--- src/pkg/ssd_pkg.sv ---
package ssd_pkg;

	// Register map, byte addresses on the 32-bit bus
	localparam logic [7:0]  SSD_OFS_OPWORD = 8'h00;
	localparam logic [7:0]  SSD_OFS_SRC    = 8'h04;
	localparam logic [7:0]  SSD_OFS_DST    = 8'h08;
	localparam logic [7:0]  SSD_OFS_CCR    = 8'h0c;
	localparam logic [7:0]  SSD_OFS_RESULT = 8'h10;
	localparam logic [7:0]  SSD_OFS_STATUS = 8'h14;
	localparam logic [23:0] SSD_PAGE       = 24'h000000;

	localparam logic [15:0] SSD_OPWORD_RST = 16'h0000;
	localparam logic [31:0] SSD_WORD_RST   = 32'h00000000;
	localparam logic [4:0]  SSD_CCR_RST    = 5'h00;

	// Opcode recognition fields
	localparam logic [3:0] SSD_TOP_DSUB = 4'h8;
	localparam logic [4:0] SSD_MID_DSUB = 5'h10;
	localparam logic [3:0] SSD_TOP_SCC  = 4'h5;
	localparam logic [1:0] SSD_B76_SCC  = 2'h3;
	localparam logic [3:0] SSD_TOP_SUB  = 4'h9;

	// Effective address modes and mode-7 register codes
	localparam logic [2:0] SSD_EA_DREG  = 3'h0;
	localparam logic [2:0] SSD_EA_AREG  = 3'h1;
	localparam logic [2:0] SSD_EA_IND   = 3'h2;
	localparam logic [2:0] SSD_EA_EXT   = 3'h7;
	localparam logic [2:0] SSD_X_ABSL   = 3'h1;
	localparam logic [2:0] SSD_X_IMM    = 3'h4;

	localparam logic [1:0] SSD_SZ_B = 2'h0;
	localparam logic [1:0] SSD_SZ_W = 2'h1;
	localparam logic [1:0] SSD_SZ_L = 2'h2;

	// Condition selector codes
	localparam logic [3:0] SSD_CC_T  = 4'h0;
	localparam logic [3:0] SSD_CC_F  = 4'h1;
	localparam logic [3:0] SSD_CC_HI = 4'h2;
	localparam logic [3:0] SSD_CC_LS = 4'h3;
	localparam logic [3:0] SSD_CC_CC = 4'h4;
	localparam logic [3:0] SSD_CC_CS = 4'h5;
	localparam logic [3:0] SSD_CC_NE = 4'h6;
	localparam logic [3:0] SSD_CC_EQ = 4'h7;
	localparam logic [3:0] SSD_CC_VC = 4'h8;
	localparam logic [3:0] SSD_CC_VS = 4'h9;
	localparam logic [3:0] SSD_CC_PL = 4'ha;
	localparam logic [3:0] SSD_CC_MI = 4'hb;
	localparam logic [3:0] SSD_CC_GE = 4'hc;
	localparam logic [3:0] SSD_CC_LT = 4'hd;
	localparam logic [3:0] SSD_CC_GT = 4'he;
	localparam logic [3:0] SSD_CC_LE = 4'hf;

	localparam logic [7:0] SSD_BYTE_ONES  = 8'hff;
	localparam logic [7:0] SSD_BYTE_ZEROS = 8'h00;

	// Status register field positions
	localparam int SSD_ST_CLS    = 0;
	localparam int SSD_ST_ILL    = 4;
	localparam int SSD_ST_SIZE   = 5;
	localparam int SSD_ST_EADST  = 7;
	localparam int SSD_ST_MEMOPS = 8;
	localparam int SSD_ST_PREDEC = 9;
	localparam int SSD_ST_RDFST  = 10;
	localparam int SSD_ST_MEMWR  = 11;
	localparam int SSD_ST_CTRUE  = 12;
	localparam int SSD_ST_DREG   = 13;
	localparam int SSD_ST_SREG   = 16;
	localparam int SSD_ST_EAMODE = 19;
	localparam int SSD_ST_EAREG  = 22;
	localparam int SSD_ST_COND   = 25;

	typedef enum logic [3:0] {
		SSD_CLS_NONE = 4'b0001,
		SSD_CLS_DSUB = 4'b0010,
		SSD_CLS_SCC  = 4'b0100,
		SSD_CLS_SUB  = 4'b1000
	} ssd_cls_e;

	typedef struct packed {
		logic x;
		logic n;
		logic z;
		logic v;
		logic c;
	} ssd_ccr_s;

	typedef struct packed {
		ssd_cls_e   cls;
		logic       illegal;
		logic [1:0] size;
		logic       ea_dest;
		logic       mem_ops;
		logic       areg_predec;
		logic       rd_first;
		logic       mem_wr;
		logic [2:0] dreg;
		logic [2:0] sreg;
		logic [2:0] ea_mode;
		logic [2:0] ea_reg;
		logic [3:0] cond;
	} ssd_dec_s;

endpackage

--- src/hdl/ssd_cond.sv ---
`timescale 1ns/1ps
module ssd_cond (
	input  wire logic [3:0]       condition_selector,
	input  wire ssd_pkg::ssd_ccr_s flags,
	output logic                  cond_true
);
	import ssd_pkg::*;

	always_comb
	begin
		case (condition_selector)
			SSD_CC_T:  cond_true = 1'b1; // RL6 RL7
			SSD_CC_F:  cond_true = 1'b0;
			SSD_CC_HI: cond_true = ~flags.c & ~flags.z;
			SSD_CC_LS: cond_true = flags.c | flags.z;
			SSD_CC_CC: cond_true = ~flags.c;
			SSD_CC_CS: cond_true = flags.c;
			SSD_CC_NE: cond_true = ~flags.z;
			SSD_CC_EQ: cond_true = flags.z;
			SSD_CC_VC: cond_true = ~flags.v;
			SSD_CC_VS: cond_true = flags.v;
			SSD_CC_PL: cond_true = ~flags.n;
			SSD_CC_MI: cond_true = flags.n;
			SSD_CC_GE: cond_true = ~(flags.n ^ flags.v);
			SSD_CC_LT: cond_true = flags.n ^ flags.v;
			SSD_CC_GT: cond_true = ~(flags.n ^ flags.v) & ~flags.z;
			SSD_CC_LE: cond_true = (flags.n ^ flags.v) | flags.z;
			default:   cond_true = 1'b0;
		endcase
	end

endmodule

--- src/hdl/ssd_decode.sv ---
`timescale 1ns/1ps
module ssd_decode (
	input  wire logic [15:0]       opword,
	output ssd_pkg::ssd_dec_s      dec
);
	import ssd_pkg::*;

	logic [2:0] mode;
	logic [2:0] reg_f;
	logic       data_alt;
	logic       mem_alt;
	logic       any_src;

	assign mode  = opword[5:3];
	assign reg_f = opword[2:0];

	always_comb
	begin
		// Mode 7 only has absolute word/long as alterable forms
		mem_alt  = (mode >= SSD_EA_IND) && ((mode != SSD_EA_EXT) || (reg_f <= SSD_X_ABSL));
		data_alt = (mode == SSD_EA_DREG) || mem_alt; // RL8
		any_src  = (mode != SSD_EA_EXT) || (reg_f <= SSD_X_IMM); // RL16
	end

	always_comb
	begin
		dec             = '0;
		dec.cls         = SSD_CLS_NONE;
		dec.ea_mode     = mode;
		dec.ea_reg      = reg_f;
		dec.dreg        = opword[11:9];
		if (opword[15:12] == SSD_TOP_DSUB && opword[8:4] == SSD_MID_DSUB) // RL1
		begin
			dec.cls         = SSD_CLS_DSUB;
			dec.size        = SSD_SZ_B;
			dec.sreg        = opword[2:0];
			dec.mem_ops     = opword[3]; // RL2
			dec.areg_predec = opword[3]; // RL3
			dec.rd_first    = opword[3];
			dec.mem_wr      = opword[3];
		end
		else if (opword[15:12] == SSD_TOP_SCC && opword[7:6] == SSD_B76_SCC) // RL5
		begin
			dec.cls      = SSD_CLS_SCC;
			dec.size     = SSD_SZ_B;
			dec.cond     = opword[11:8];
			dec.illegal  = ~data_alt; // RL8
			dec.ea_dest  = 1'b1;
			dec.rd_first = data_alt && (mode != SSD_EA_DREG); // RL9
			dec.mem_wr   = data_alt && (mode != SSD_EA_DREG);
		end
		else if (opword[15:12] == SSD_TOP_SUB) // RL14
		begin
			dec.cls     = SSD_CLS_SUB;
			dec.size    = opword[7:6]; // RL15
			dec.ea_dest = opword[8];
			dec.sreg    = opword[2:0];
			if (opword[7:6] == 2'h3)
				dec.illegal = 1'b1;
			else if (opword[8])
			begin
				dec.illegal  = ~mem_alt;
				dec.rd_first = mem_alt;
				dec.mem_wr   = mem_alt; // RL15
			end
			else
			begin
				dec.illegal  = ~any_src || (opword[7:6] == SSD_SZ_B && mode == SSD_EA_AREG); // RL16 RL17
				dec.rd_first = any_src && (mode >= SSD_EA_IND) &&
					!(mode == SSD_EA_EXT && reg_f == SSD_X_IMM);
			end
		end
	end

endmodule

--- src/hdl/ssd_top.sv ---
// What this block does
// RL1 - Decimal subtract: top nibble 1000, bits 8..4 10000; dst, mode, src fields.
// RL2 - Mode bit 0 uses data registers; 1 uses memory operands and memory result.
// RL3 - Memory mode registers are address registers with predecrement; else data registers.
// RL4 - Set-byte writes all ones if condition true, all zeros if false.
// RL5 - Set-byte: top nibble 0101, bits 7,6 set; condition 11..8, address 5..0.
// RL6 - Sixteen condition tests from true/false through less-or-equal.
// RL7 - Condition codes 0000 to 1111 in the fixed documented order.
// RL8 - Set-byte destination only data-alterable; address register, immediate, PC-relative illegal.
// RL9 - Set-byte reads a memory destination before writing it.
// RL10 - Set-byte leaves all flags unchanged; byte negate later gives 1 or 0.
// RL11 - Binary subtract: destination minus source, byte, word or long by opmode.
// RL12 - Carry set on borrow, extend copies carry.
// RL13 - Negative, zero, overflow reflect the result; cleared when absent.
// RL14 - Binary subtract: top nibble 1001, register 11..9, opmode 8..6, address 5..0.
// RL15 - Opmodes 0xx subtract address operand from register; 1xx write to memory.
// RL16 - Source address accepts every mode including immediate and PC-relative.
// RL17 - Byte subtract rejects address register direct as source.
//
// The address map and the AHB-Lite register port are this design's own decisions.
`timescale 1ns/1ps
module ssd_top (
	input  wire logic        hclk,
	input  wire logic        hresetn,
	input  wire logic        hsel,
	input  wire logic [31:0] haddr,
	input  wire logic [1:0]  htrans,
	input  wire logic        hwrite,
	input  wire logic [2:0]  hsize,
	input  wire logic [31:0] hwdata,
	input  wire logic        hready,
	output logic             hreadyout,
	output logic             hresp,
	output logic [31:0]      hrdata
);
	import ssd_pkg::*;

	// Bus phase tracking
	logic        dp_act_q;
	logic        dp_act_d;
	logic        dp_wr_q;
	logic        dp_wr_d;
	logic [7:0]  dp_addr_q;
	logic [7:0]  dp_addr_d;
	logic [31:0] hrdata_q;
	logic [31:0] hrdata_d;

	// Software-visible state
	logic [15:0] opword_q;
	logic [15:0] opword_d;
	logic [31:0] src_q;
	logic [31:0] src_d;
	logic [31:0] dst_q;
	logic [31:0] dst_d;
	logic [31:0] result_q;
	logic [31:0] result_d;
	logic [31:0] status_q;
	logic [31:0] status_d;
	ssd_ccr_s    ccr_q;
	ssd_ccr_s    ccr_d;

	logic        addr_ph;
	logic        wr_now;
	logic        exec;
	logic [15:0] op_in;
	ssd_dec_s    dec;
	logic        cond_true;
	logic        page_hit;
	logic        wr_src;
	logic        wr_dst;
	logic        wr_ccr;
	logic [7:0]  scc_byte;
	logic [31:0] status_new;
	ssd_ccr_s    sub_flags;

	// Bus response state
	logic        hreadyout_q;
	logic        hreadyout_d;
	logic        hresp_q;
	logic        hresp_d;

	logic [8:0]  diff_b;
	logic [16:0] diff_w;
	logic [32:0] diff_l;
	logic [31:0] sub_res;
	logic        borrow;
	logic        r_msb;
	logic        s_msb;
	logic        d_msb;
	logic        r_zero;

	// Off-page transfers are answered but never reach a register
	assign page_hit = (haddr[31:8] == SSD_PAGE);
	assign addr_ph  = hsel && hready && htrans[1] && page_hit;
	assign wr_now   = dp_act_q && dp_wr_q;
	assign exec     = wr_now && (dp_addr_q == SSD_OFS_OPWORD);
	assign wr_src   = wr_now && (dp_addr_q == SSD_OFS_SRC);
	assign wr_dst   = wr_now && (dp_addr_q == SSD_OFS_DST);
	assign wr_ccr   = wr_now && (dp_addr_q == SSD_OFS_CCR);
	// The test uses the flags as they stood before this instruction
	assign scc_byte = cond_true ? SSD_BYTE_ONES : SSD_BYTE_ZEROS; // RL4
	// Decoding the write data directly lets the result be ready when the write completes
	assign op_in   = exec ? hwdata[15:0] : opword_q;

	ssd_decode u_decode (
		.opword (op_in),
		.dec    (dec)
	);

	ssd_cond u_cond (
		.condition_selector (dec.cond),
		.flags              (ccr_q),
		.cond_true          (cond_true)
	);

	// Destination minus source at each size; the opmode picks one
	always_comb
	begin
		diff_b = {1'b0, dst_q[7:0]} - {1'b0, src_q[7:0]}; // RL11
		diff_w = {1'b0, dst_q[15:0]} - {1'b0, src_q[15:0]};
		diff_l = {1'b0, dst_q} - {1'b0, src_q};
		case (dec.size)
			SSD_SZ_B:
			begin
				sub_res = {dst_q[31:8], diff_b[7:0]};
				borrow  = diff_b[8];
				r_msb   = diff_b[7];
				s_msb   = src_q[7];
				d_msb   = dst_q[7];
				r_zero  = (diff_b[7:0] == 8'h00);
			end
			SSD_SZ_W:
			begin
				sub_res = {dst_q[31:16], diff_w[15:0]};
				borrow  = diff_w[16];
				r_msb   = diff_w[15];
				s_msb   = src_q[15];
				d_msb   = dst_q[15];
				r_zero  = (diff_w[15:0] == 16'h0000);
			end
			default:
			begin
				sub_res = diff_l[31:0];
				borrow  = diff_l[32];
				r_msb   = diff_l[31];
				s_msb   = src_q[31];
				d_msb   = dst_q[31];
				r_zero  = (diff_l[31:0] == 32'h00000000);
			end
		endcase
	end

	// Flags of the binary subtract at the operation size
	always_comb
	begin
		sub_flags.x = borrow; // RL12
		sub_flags.n = r_msb; // RL13
		sub_flags.z = r_zero; // RL13
		sub_flags.v = (s_msb ^ d_msb) & (r_msb ^ d_msb); // RL13
		sub_flags.c = borrow; // RL12
	end

	// Bus slave: zero wait states, read data loaded at the address phase
	always_comb
	begin
		dp_act_d  = addr_ph;
		dp_wr_d   = addr_ph && hwrite;
		dp_addr_d = addr_ph ? haddr[7:0] : dp_addr_q;
	end

	// Response group: every bus output is a flop, ready in every data phase
	always_comb
	begin
		hreadyout_d = 1'b1;
		hresp_d     = 1'b0;
		hrdata_d    = 32'h00000000;
		if (addr_ph && !hwrite)
		begin
			case (haddr[7:0])
				SSD_OFS_OPWORD: hrdata_d = {16'h0000, opword_q};
				SSD_OFS_SRC:    hrdata_d = src_q;
				SSD_OFS_DST:    hrdata_d = dst_q;
				SSD_OFS_CCR:    hrdata_d = {27'h0000000, ccr_q};
				SSD_OFS_RESULT: hrdata_d = result_q;
				SSD_OFS_STATUS: hrdata_d = status_q;
				default:        hrdata_d = 32'h00000000;
			endcase
		end
	end

	always_ff @(posedge hclk or negedge hresetn)
	begin
		if (!hresetn)
		begin
			dp_act_q  <= 1'b0;
			dp_wr_q   <= 1'b0;
			dp_addr_q <= 8'h00;
		end
		else
		begin
			dp_act_q  <= dp_act_d;
			dp_wr_q   <= dp_wr_d;
			dp_addr_q <= dp_addr_d;
		end
	end

	// Ready stays low while reset holds, so no transfer is taken then
	always_ff @(posedge hclk or negedge hresetn)
	begin
		if (!hresetn)
		begin
			hreadyout_q <= 1'b0;
			hresp_q     <= 1'b0;
			hrdata_q    <= SSD_WORD_RST;
		end
		else
		begin
			hreadyout_q <= hreadyout_d;
			hresp_q     <= hresp_d;
			hrdata_q    <= hrdata_d;
		end
	end

	assign hreadyout = hreadyout_q;
	assign hresp     = hresp_q;
	assign hrdata    = hrdata_q;

	// Status snapshot of the word being executed
	always_comb
	begin
		status_new                     = 32'h00000000;
		status_new[SSD_ST_CLS +: 4]    = dec.cls;
		status_new[SSD_ST_ILL]         = dec.illegal;
		status_new[SSD_ST_SIZE +: 2]   = dec.size;
		status_new[SSD_ST_EADST]       = dec.ea_dest;
		status_new[SSD_ST_MEMOPS]      = dec.mem_ops; // RL2
		status_new[SSD_ST_PREDEC]      = dec.areg_predec; // RL3
		status_new[SSD_ST_RDFST]       = dec.rd_first; // RL9
		status_new[SSD_ST_MEMWR]       = dec.mem_wr;
		status_new[SSD_ST_CTRUE]       = cond_true;
		status_new[SSD_ST_DREG +: 3]   = dec.dreg;
		status_new[SSD_ST_SREG +: 3]   = dec.sreg;
		status_new[SSD_ST_EAMODE +: 3] = dec.ea_mode;
		status_new[SSD_ST_EAREG +: 3]  = dec.ea_reg;
		status_new[SSD_ST_COND +: 4]   = dec.cond;
	end

	// Register writes and instruction execution
	always_comb
	begin
		opword_d = opword_q;
		src_d    = src_q;
		dst_d    = dst_q;
		ccr_d    = ccr_q;
		result_d = result_q;
		status_d = status_q;
		if (wr_src)
			src_d = hwdata;
		if (wr_dst)
			dst_d = hwdata;
		if (wr_ccr)
			ccr_d = hwdata[4:0];
		if (exec)
		begin
			opword_d = hwdata[15:0];
			status_d = status_new;
			// Illegal forms change neither the result nor the flags
			if (!dec.illegal)
			begin
				case (dec.cls)
					SSD_CLS_SCC:
						// Flags untouched
						result_d = {dst_q[31:8], scc_byte}; // RL4 RL10
					SSD_CLS_SUB:
					begin
						result_d = sub_res; // RL11
						ccr_d    = sub_flags; // RL12 RL13
					end
					// Decimal arithmetic is outside this block; operand routing only
					SSD_CLS_DSUB: result_d = dst_q;
					SSD_CLS_NONE: result_d = result_q;
					default:      result_d = result_q;
				endcase
			end
		end
	end

	always_ff @(posedge hclk or negedge hresetn)
	begin
		if (!hresetn)
		begin
			opword_q <= SSD_OPWORD_RST;
			src_q    <= SSD_WORD_RST;
			dst_q    <= SSD_WORD_RST;
			ccr_q    <= SSD_CCR_RST;
			result_q <= SSD_WORD_RST;
			status_q <= SSD_WORD_RST;
		end
		else
		begin
			opword_q <= opword_d;
			src_q    <= src_d;
			dst_q    <= dst_d;
			ccr_q    <= ccr_d;
			result_q <= result_d;
			status_q <= status_d;
		end
	end

endmodule

--- config.mk ---
export PLATFORM = sky130hd
export DESIGN_NAME = ssd_top
export DESIGN_NICKNAME = d
export VERILOG_FILES = /design/src/pkg/ssd_pkg.sv /design/src/hdl/ssd_cond.sv /design/src/hdl/ssd_decode.sv /design/src/hdl/ssd_top.sv
export SDC_FILE = /design/constraint.sdc
export NUM_CORES = 1
export LEC_CHECK = 0
export BUFFER_PORTS_ARGS = -buffer_cell sky130_fd_sc_hd__buf_2
export CAP_MARGIN = 20
export CELL_PAD_IN_SITES_DETAIL_PLACEMENT = 1
export CELL_PAD_IN_SITES_GLOBAL_PLACEMENT = 1
export CORE_MARGIN = 2
export CORE_UTILIZATION = 42
export DETAILED_ROUTE_END_ITERATION = 8
export GPL_TIMING_DRIVEN = 0
export PLACE_DENSITY = 0.87
export SLEW_MARGIN = 10
export SYNTH_ARGS = -nofsm -noshare
export SYNTH_HDL_FRONTEND = slang
export SYNTH_SLANG_ARGS = --single-unit
--- constraint.sdc ---
create_clock -name hclk -period 3.33 [get_ports hclk]
set_clock_uncertainty 0.1 [all_clocks]
set_input_delay 0.1665 -clock hclk [delete_from_list [all_inputs] [get_ports hclk]]
set_output_delay 0.1665 -clock hclk [all_outputs]
set_load 0.01 [all_outputs]
* Yosys cells after proc, flatten, opt, wreduce, memory -nomap -nowiden *
Cells that the tools add are included.

storage, ports and cells
  flip-flop bits (word level) = 189
  input bits = 74
  output and inout bits = 34
  logic and storage cells = 147

cells by class
  add/subtract/negate cells = 3
  magnitude comparators = 3
  equality and inequality tests = 36
  muxes and demuxes = 36
  bitwise operators = 17
  reduce and logical (&&, ||, !) cells = 37

operators by type and width
  cell                count
  $pmux 32 s6         1
  $pmux 32 s3         1
  $pmux 32 s2         1
  $eq 4x4->1 const B  11
  $sub 32x32->33      1
  $eq 8x4->1 const B  4
  $logic_not 32->1    1
  $mux 32             1
  $eq 4x3->1 const B  6
  $logic_not 24->1    1
  $logic_not 8->1     3
  $mux 8              3
  $mux 5              4
  $logic_and 1x1->1   18
  $sub 16x16->17      1
  $eq 8x3->1 const B  2
  $eq 8x5->1 const B  2
  $logic_not 16->1    1
  $mux 16             1
  $pmux 1 s16         1
  $eq 4x2->1 const B  3
  $mux 2              6
  $mux 4              3
  $pmux 1 s2          5
  other kinds (24)    51

* Logic depth before layout (Yosys ltp) *
  depth in word-level cells = 19
  mapped depth = 12
  mapped depth without buffers = 12

* Cells and area by module *
A second synthesis with hierarchy kept.

unflattened totals
  cell total of the unflattened synthesis = 1201
  area total of the unflattened synthesis = 11154.4 um^2

modules (own cells, without submodules)
  module      instances  cells each  area an instance (um^2)  sequential area each (um^2)
  ssd_top     1          1126        10617.7                  4729.5
  ssd_decode  1          49          341.6                    0.0
  ssd_cond    1          26          195.2                    0.0

* Worst setup path after synthesis *
Ideal clock, no wire load.

  kind = reg-to-reg
  start = register dp_addr_q[7]
  end = register result_q[30]
  setup time = 125 ps
  data arrival time = 2987 ps
  required time = 3105 ps
  slack = 118 ps
  stages on the path, launching flop included = 11
  buffers on the path = 2
  clock period less this slack = 3212 ps
  cell sequence = dfrtp_1 or4_4 nor4_4 o221ai_1 or4_4 or3b_1 a22oi_1 or3_1 buf_6 buf_6 mux2_4

on the way
  cells in the longest elaborated chain, start to end = 14
  elaborated cells on any way between the ends = 43
  classes of those cells = order compare (3); eq/ne (11); mux (10); bitwise (4); reduce/logical (15)

RTL lines
  item                                            RTL line                            text
  start: declaration                              ssd_top.sv:43                       logic [7:0] dp_addr_q;
  start signal: assignment                        ssd_top.sv:203                      dp_addr_q <= dp_addr_d;
  $logic_not 8->1 (*)                             ssd_top.sv:96                       assign exec = wr_now && (dp_addr_q == SSD_OFS_OPWORD);
  $logic_and 1x1->1 (*)                           ssd_top.sv:96
  $mux 16                                         -
  $le 3x3->1, or another cell as far along        ssd_decode.sv:22                    any_src = (mode != SSD_EA_EXT) || (reg_f <= SSD_X_IMM);
  $logic_or 1x1->1 (on tied branches)             ssd_decode.sv:22, ssd_decode.sv:20
  $not 1->1 or $logic_and 1x1->1 (tied branches)  ssd_decode.sv:68, ssd_decode.sv:20
  $logic_or 1x1->1 or $not 1->1 (tied branches)   ssd_decode.sv:68, ssd_decode.sv:62
  $mux 1                                          ssd_decode.sv:60                    else if (opword[8])
  $mux 1                                          ssd_decode.sv:58                    if (opword[7:6] == 2'h3)
  $mux 8                                          ssd_decode.sv:52                    else if (opword[15:12] == SSD_TOP_SUB)
  $mux 8                                          ssd_decode.sv:42                    else if (opword[15:12] == SSD_TOP_SCC && opword[7:6] == SSD_B76_SCC)
  $mux 1                                          ssd_decode.sv:32                    if (opword[15:12] == SSD_TOP_DSUB && opword[8:4] == SSD_MID_DSUB)
  $not 1->1 (no source line)                      -
  $reduce_and 3->1 (no source line)               -
  end signal: assignment                          ssd_top.sv:305                      result_q <= result_d;
  end: declaration                                ssd_top.sv:55                       logic [31:0] result_q;

Mark *: on every way between the ends. The rest lies on a longest branch, timed or not.
A chain may end at the register's enable or synchronous reset.

==> flow_summary.toml <==
[clocking]
numCtsBuffers = 17
ctsHtreeMaxLevel = 4
cts_tree = "yes"
cts_sinks = 188
clkLatencyLatePin_ns = 0.45
path_clk_slew_ns = 0.08
clock-root-buffer = "clkbuf_16"
clock_path_buffers = 2

[yosys]
synth.distinct_cells = 76
synth_enable_flop_cells = 0
synth_area_leaders = "dfrtp_1, mux2_2, nand2_1, o21ai_0, ha_1"
synth_simple_gate_area_share = 0.161
netlist_area_mm2 = 0.0110
async_flop_share = 1.00
postSynthCellCount = 1175
yosysWarnings = 0
synth.most_common_cell = "dfrtp_1"
syn_avg_cell_area_um2 = 9.33
synth_top_area_cell = "dfrtp_1"
ys_seq_elements = 188
synth_top_family_by_area = "compound AO/OA/AOI/OAI gates"
yosysTopAreaCellShare = 0.429
synthAdderAreaFrac = 0.0383
synthFlopType = "dfrtp_1"
synth_compound_area_frac = 0.198
synthXorXnorAreaFrac = 0.0176
synth.net_count = 1282
synth.area.mux_share = 0.112
synth_common_cells = "dfrtp_1, nand2_1, nor2_1"
synth-seq-area-share = 0.429

[worst_hold_path]
hold_class = "input pin to flop"
hold_depth = 3
worstHoldStart = "hwdata[8]"
min_to = "status_q[7]"

[sta]
hold_ws_ns = 0.0324
grt_setup_unrepaired = "true"
fmax_ghz = 0.286
fin_crit_ns = 3.50
setup_tns_ns = -1.11
worst_slack_ns = -0.169
slew_headroom = 0.240
hold_viol = 0
maxSlewViolCount = 0
worstMarginPinSlew_ns = 1.12
setup_viol = 20
finalCritPeriodShare = 1.05

[flow_run]
cap_violations = 0

[status]
violations = "negative setup slack"
status = "complete, but fails checks"

[setup_path]
cp_num_buf_inv = 2
worst-path-max-fanout = 7
cp_top_family = "compound AO/OA/AOI/OAI gates"
cp-end-kind = "flop"
max_stage_delay_ns = 0.43
r2r_cells = 12
crit_chain = "inv_1 > ha_1 > clkbuf_1 > nand4_1 > a21oi_1 > o21ai_2 > a21oi_2 > o21ai_1 > xnor2_1 > nor4_1 > nand4_1 > o31ai_2"
timing.rr.start = "src_q[11]"
reg2reg_slack_ns = -0.17
path_class = "flop to flop"
worstPathArrival_ns = 3.76
r2r-end = "ccr_q[2]"
required_ns = 3.59
start_kind = "flop"
crit_top_cell = "nand4_1"
cpMaxStageDelayCell = "nor4_1"

[pwr]
ir_worst_vdd_mv = 0.252
power_per_cell_area_mw_per_mm2 = 420
leakage_nw = 5.98

[floorplan]
start_util = 0.424
rows = 59
io_pins = 108
die_w_um = 166
die-area_mm2 = 0.0274
fp.dieH_um = 166
core-area_mm2 = 0.0258

[final_layout]
finish.instance_area_mm2 = 0.0133
antenna_cells = 0
syn2layout_area_growth_pct = 21.6
drive_gt1_frac = 0.227
final_cells = 1689
layout.nets = 1448

[drt]
wire_per_inst_um = 27.4
via_per_inst = 6.63
first_iter_violations = 1364
ant_nets = 0
finalWirelength_mm = 46.2
drc = 0
dr.pass1.iters = 6
vias = 11200

[grt]
grt_overflow = 0
grt_max_degree = 97
antenna_found_initial = 0
grt_first_pass_wirelength_mm = 68.7
first_global_vias = 11600
grt_usage = 0.337

[placed_design]
routabilityCongestion = 0.970
dp_slack_ns = -0.635
io_buffers = 99
post-dp-hpwl_mm = 30.9
detailed_place.area_mm2 = 0.0119
place_inst = 1611
-- flip-flops by register name, summed over array words and instances (netlist names) --
register and flops:
ccr_q 5, dst_q 32, dp_wr_q 1, hrdata 32, dp_addr_q 8, opword_q 16
src_q 32, result_q 32, dp_act_q 1, status_q 28, hreadyout 1
-- metal layers --
layer  vias to the layer above  GRT usage  part of all wire
li1                       4604          -                 -
met2                       779      0.550              0.47
met3                       261     0.0877             0.093
met1                      5551      0.400              0.37
met4                         0      0.198             0.068
met5                         -          0                 0
-- worst register-to-register path, stage by stage (launching register included) --
cell	delay, ns
dfrtp_1	0.37
inv_1	0.11
ha_1	0.30
clkbuf_1	0.34
nand4_1	0.23
a21oi_1	0.25
o21ai_2	0.19
a21oi_2	0.24
o21ai_1	0.14
xnor2_1	0.21
nor4_1	0.43
nand4_1	0.21
o31ai_2	0.29
-- worst max-delay path by stage --
stage	startpoint	end	slack, ns	depth (start not counted)
2_1_floorplan	dp_addr_q[7]	result_q[30]	0.12	10
3_3_place_gp	hresetn	hreadyout	-1.14	1
5_1_grt	src_q[11]	ccr_q[2]	-0.29	12
4_1_cts	dp_addr_q[0]	result_q[30]	-0.07	10
6_report	src_q[11]	ccr_q[2]	-0.17	12
3_5_place_dp	dst_q[0]	ccr_q[4]	-0.64	11
-- cells in the final DEF, fill, tap and decap left out, types with 8 or more instances in the layout --
| cell | n |
|---|---|
| dfrtp_1 | 188 |
| mux2i_1 | 30 |
| nor2b_1 | 14 |
| o21a_1 | 9 |
| o21ai_0 | 66 |
| clkbuf_1 | 42 |
| a21oi_1 | 56 |
| xnor2_1 | 16 |
| buf_2 | 100 |
| inv_1 | 52 |
| o211ai_1 | 10 |
| nand2_1 | 156 |
| clkbuf_16 | 17 |
| nand4_1 | 13 |
| a211oi_1 | 9 |
| ha_1 | 32 |
| buf_4 | 20 |
| mux2_2 | 77 |
| a221oi_1 | 15 |
| a21o_1 | 17 |
| nor3_1 | 19 |
| nor2_1 | 91 |
| a22o_1 | 11 |
| nand3_1 | 19 |
| dlygate4sd3_1 | 34 |
| a222oi_1 | 13 |
| a22oi_1 | 24 |
| nor4_1 | 8 |
| o21ai_1 | 17 |
-- where the power goes --
| group | internal, mW | switching [mW] |
|---|---|---|
| Clock | 1.15 | 1.08 |
| Sequential | 2.33 | 0.0681 |
| Combinational | 0.350 | 0.617 |
-- timing repair --
item,in CTS,in global routing
cloned,1,0
hold buffers,34,0
setup endpoints to repair,40,41
endpoints found under the hold margin,156,0
setup buffers,11,3
gates resized for setup,61,53
pin swaps,16,5
-- through the flow --
step	power, mW	util
2_1_floorplan	2.91	-
3_3_place_gp	3.20	0.460
3_5_place_dp	3.23	0.462
4_1_cts	5.49	0.510
5_1_grt	5.73	0.516
6_report	5.60	0.516
-- layout make-up --
class	instances	area, um^2
buffer	63	303
inverter	52	195
timing repair buffer	150	1010
clock inverter	15	201
fill	2969	12500
sequential	188	4700
multi-input combinational	869	6080
clock buffer	17	425
tap	335	419
-- cells by family (layout without fill, tap and decap cells) --
kind of cell	Yosys count	after routing
AOI/OAI and AO/OA	324	324
xor gates and xnor gates	22	22
adders and majority gates	33	33
buffers and inverters	118	297
DFF	188	188
muxes	112	112
other	2	2
and+or+nand+nor	376	376
Power figures use the tool's default switching activity.
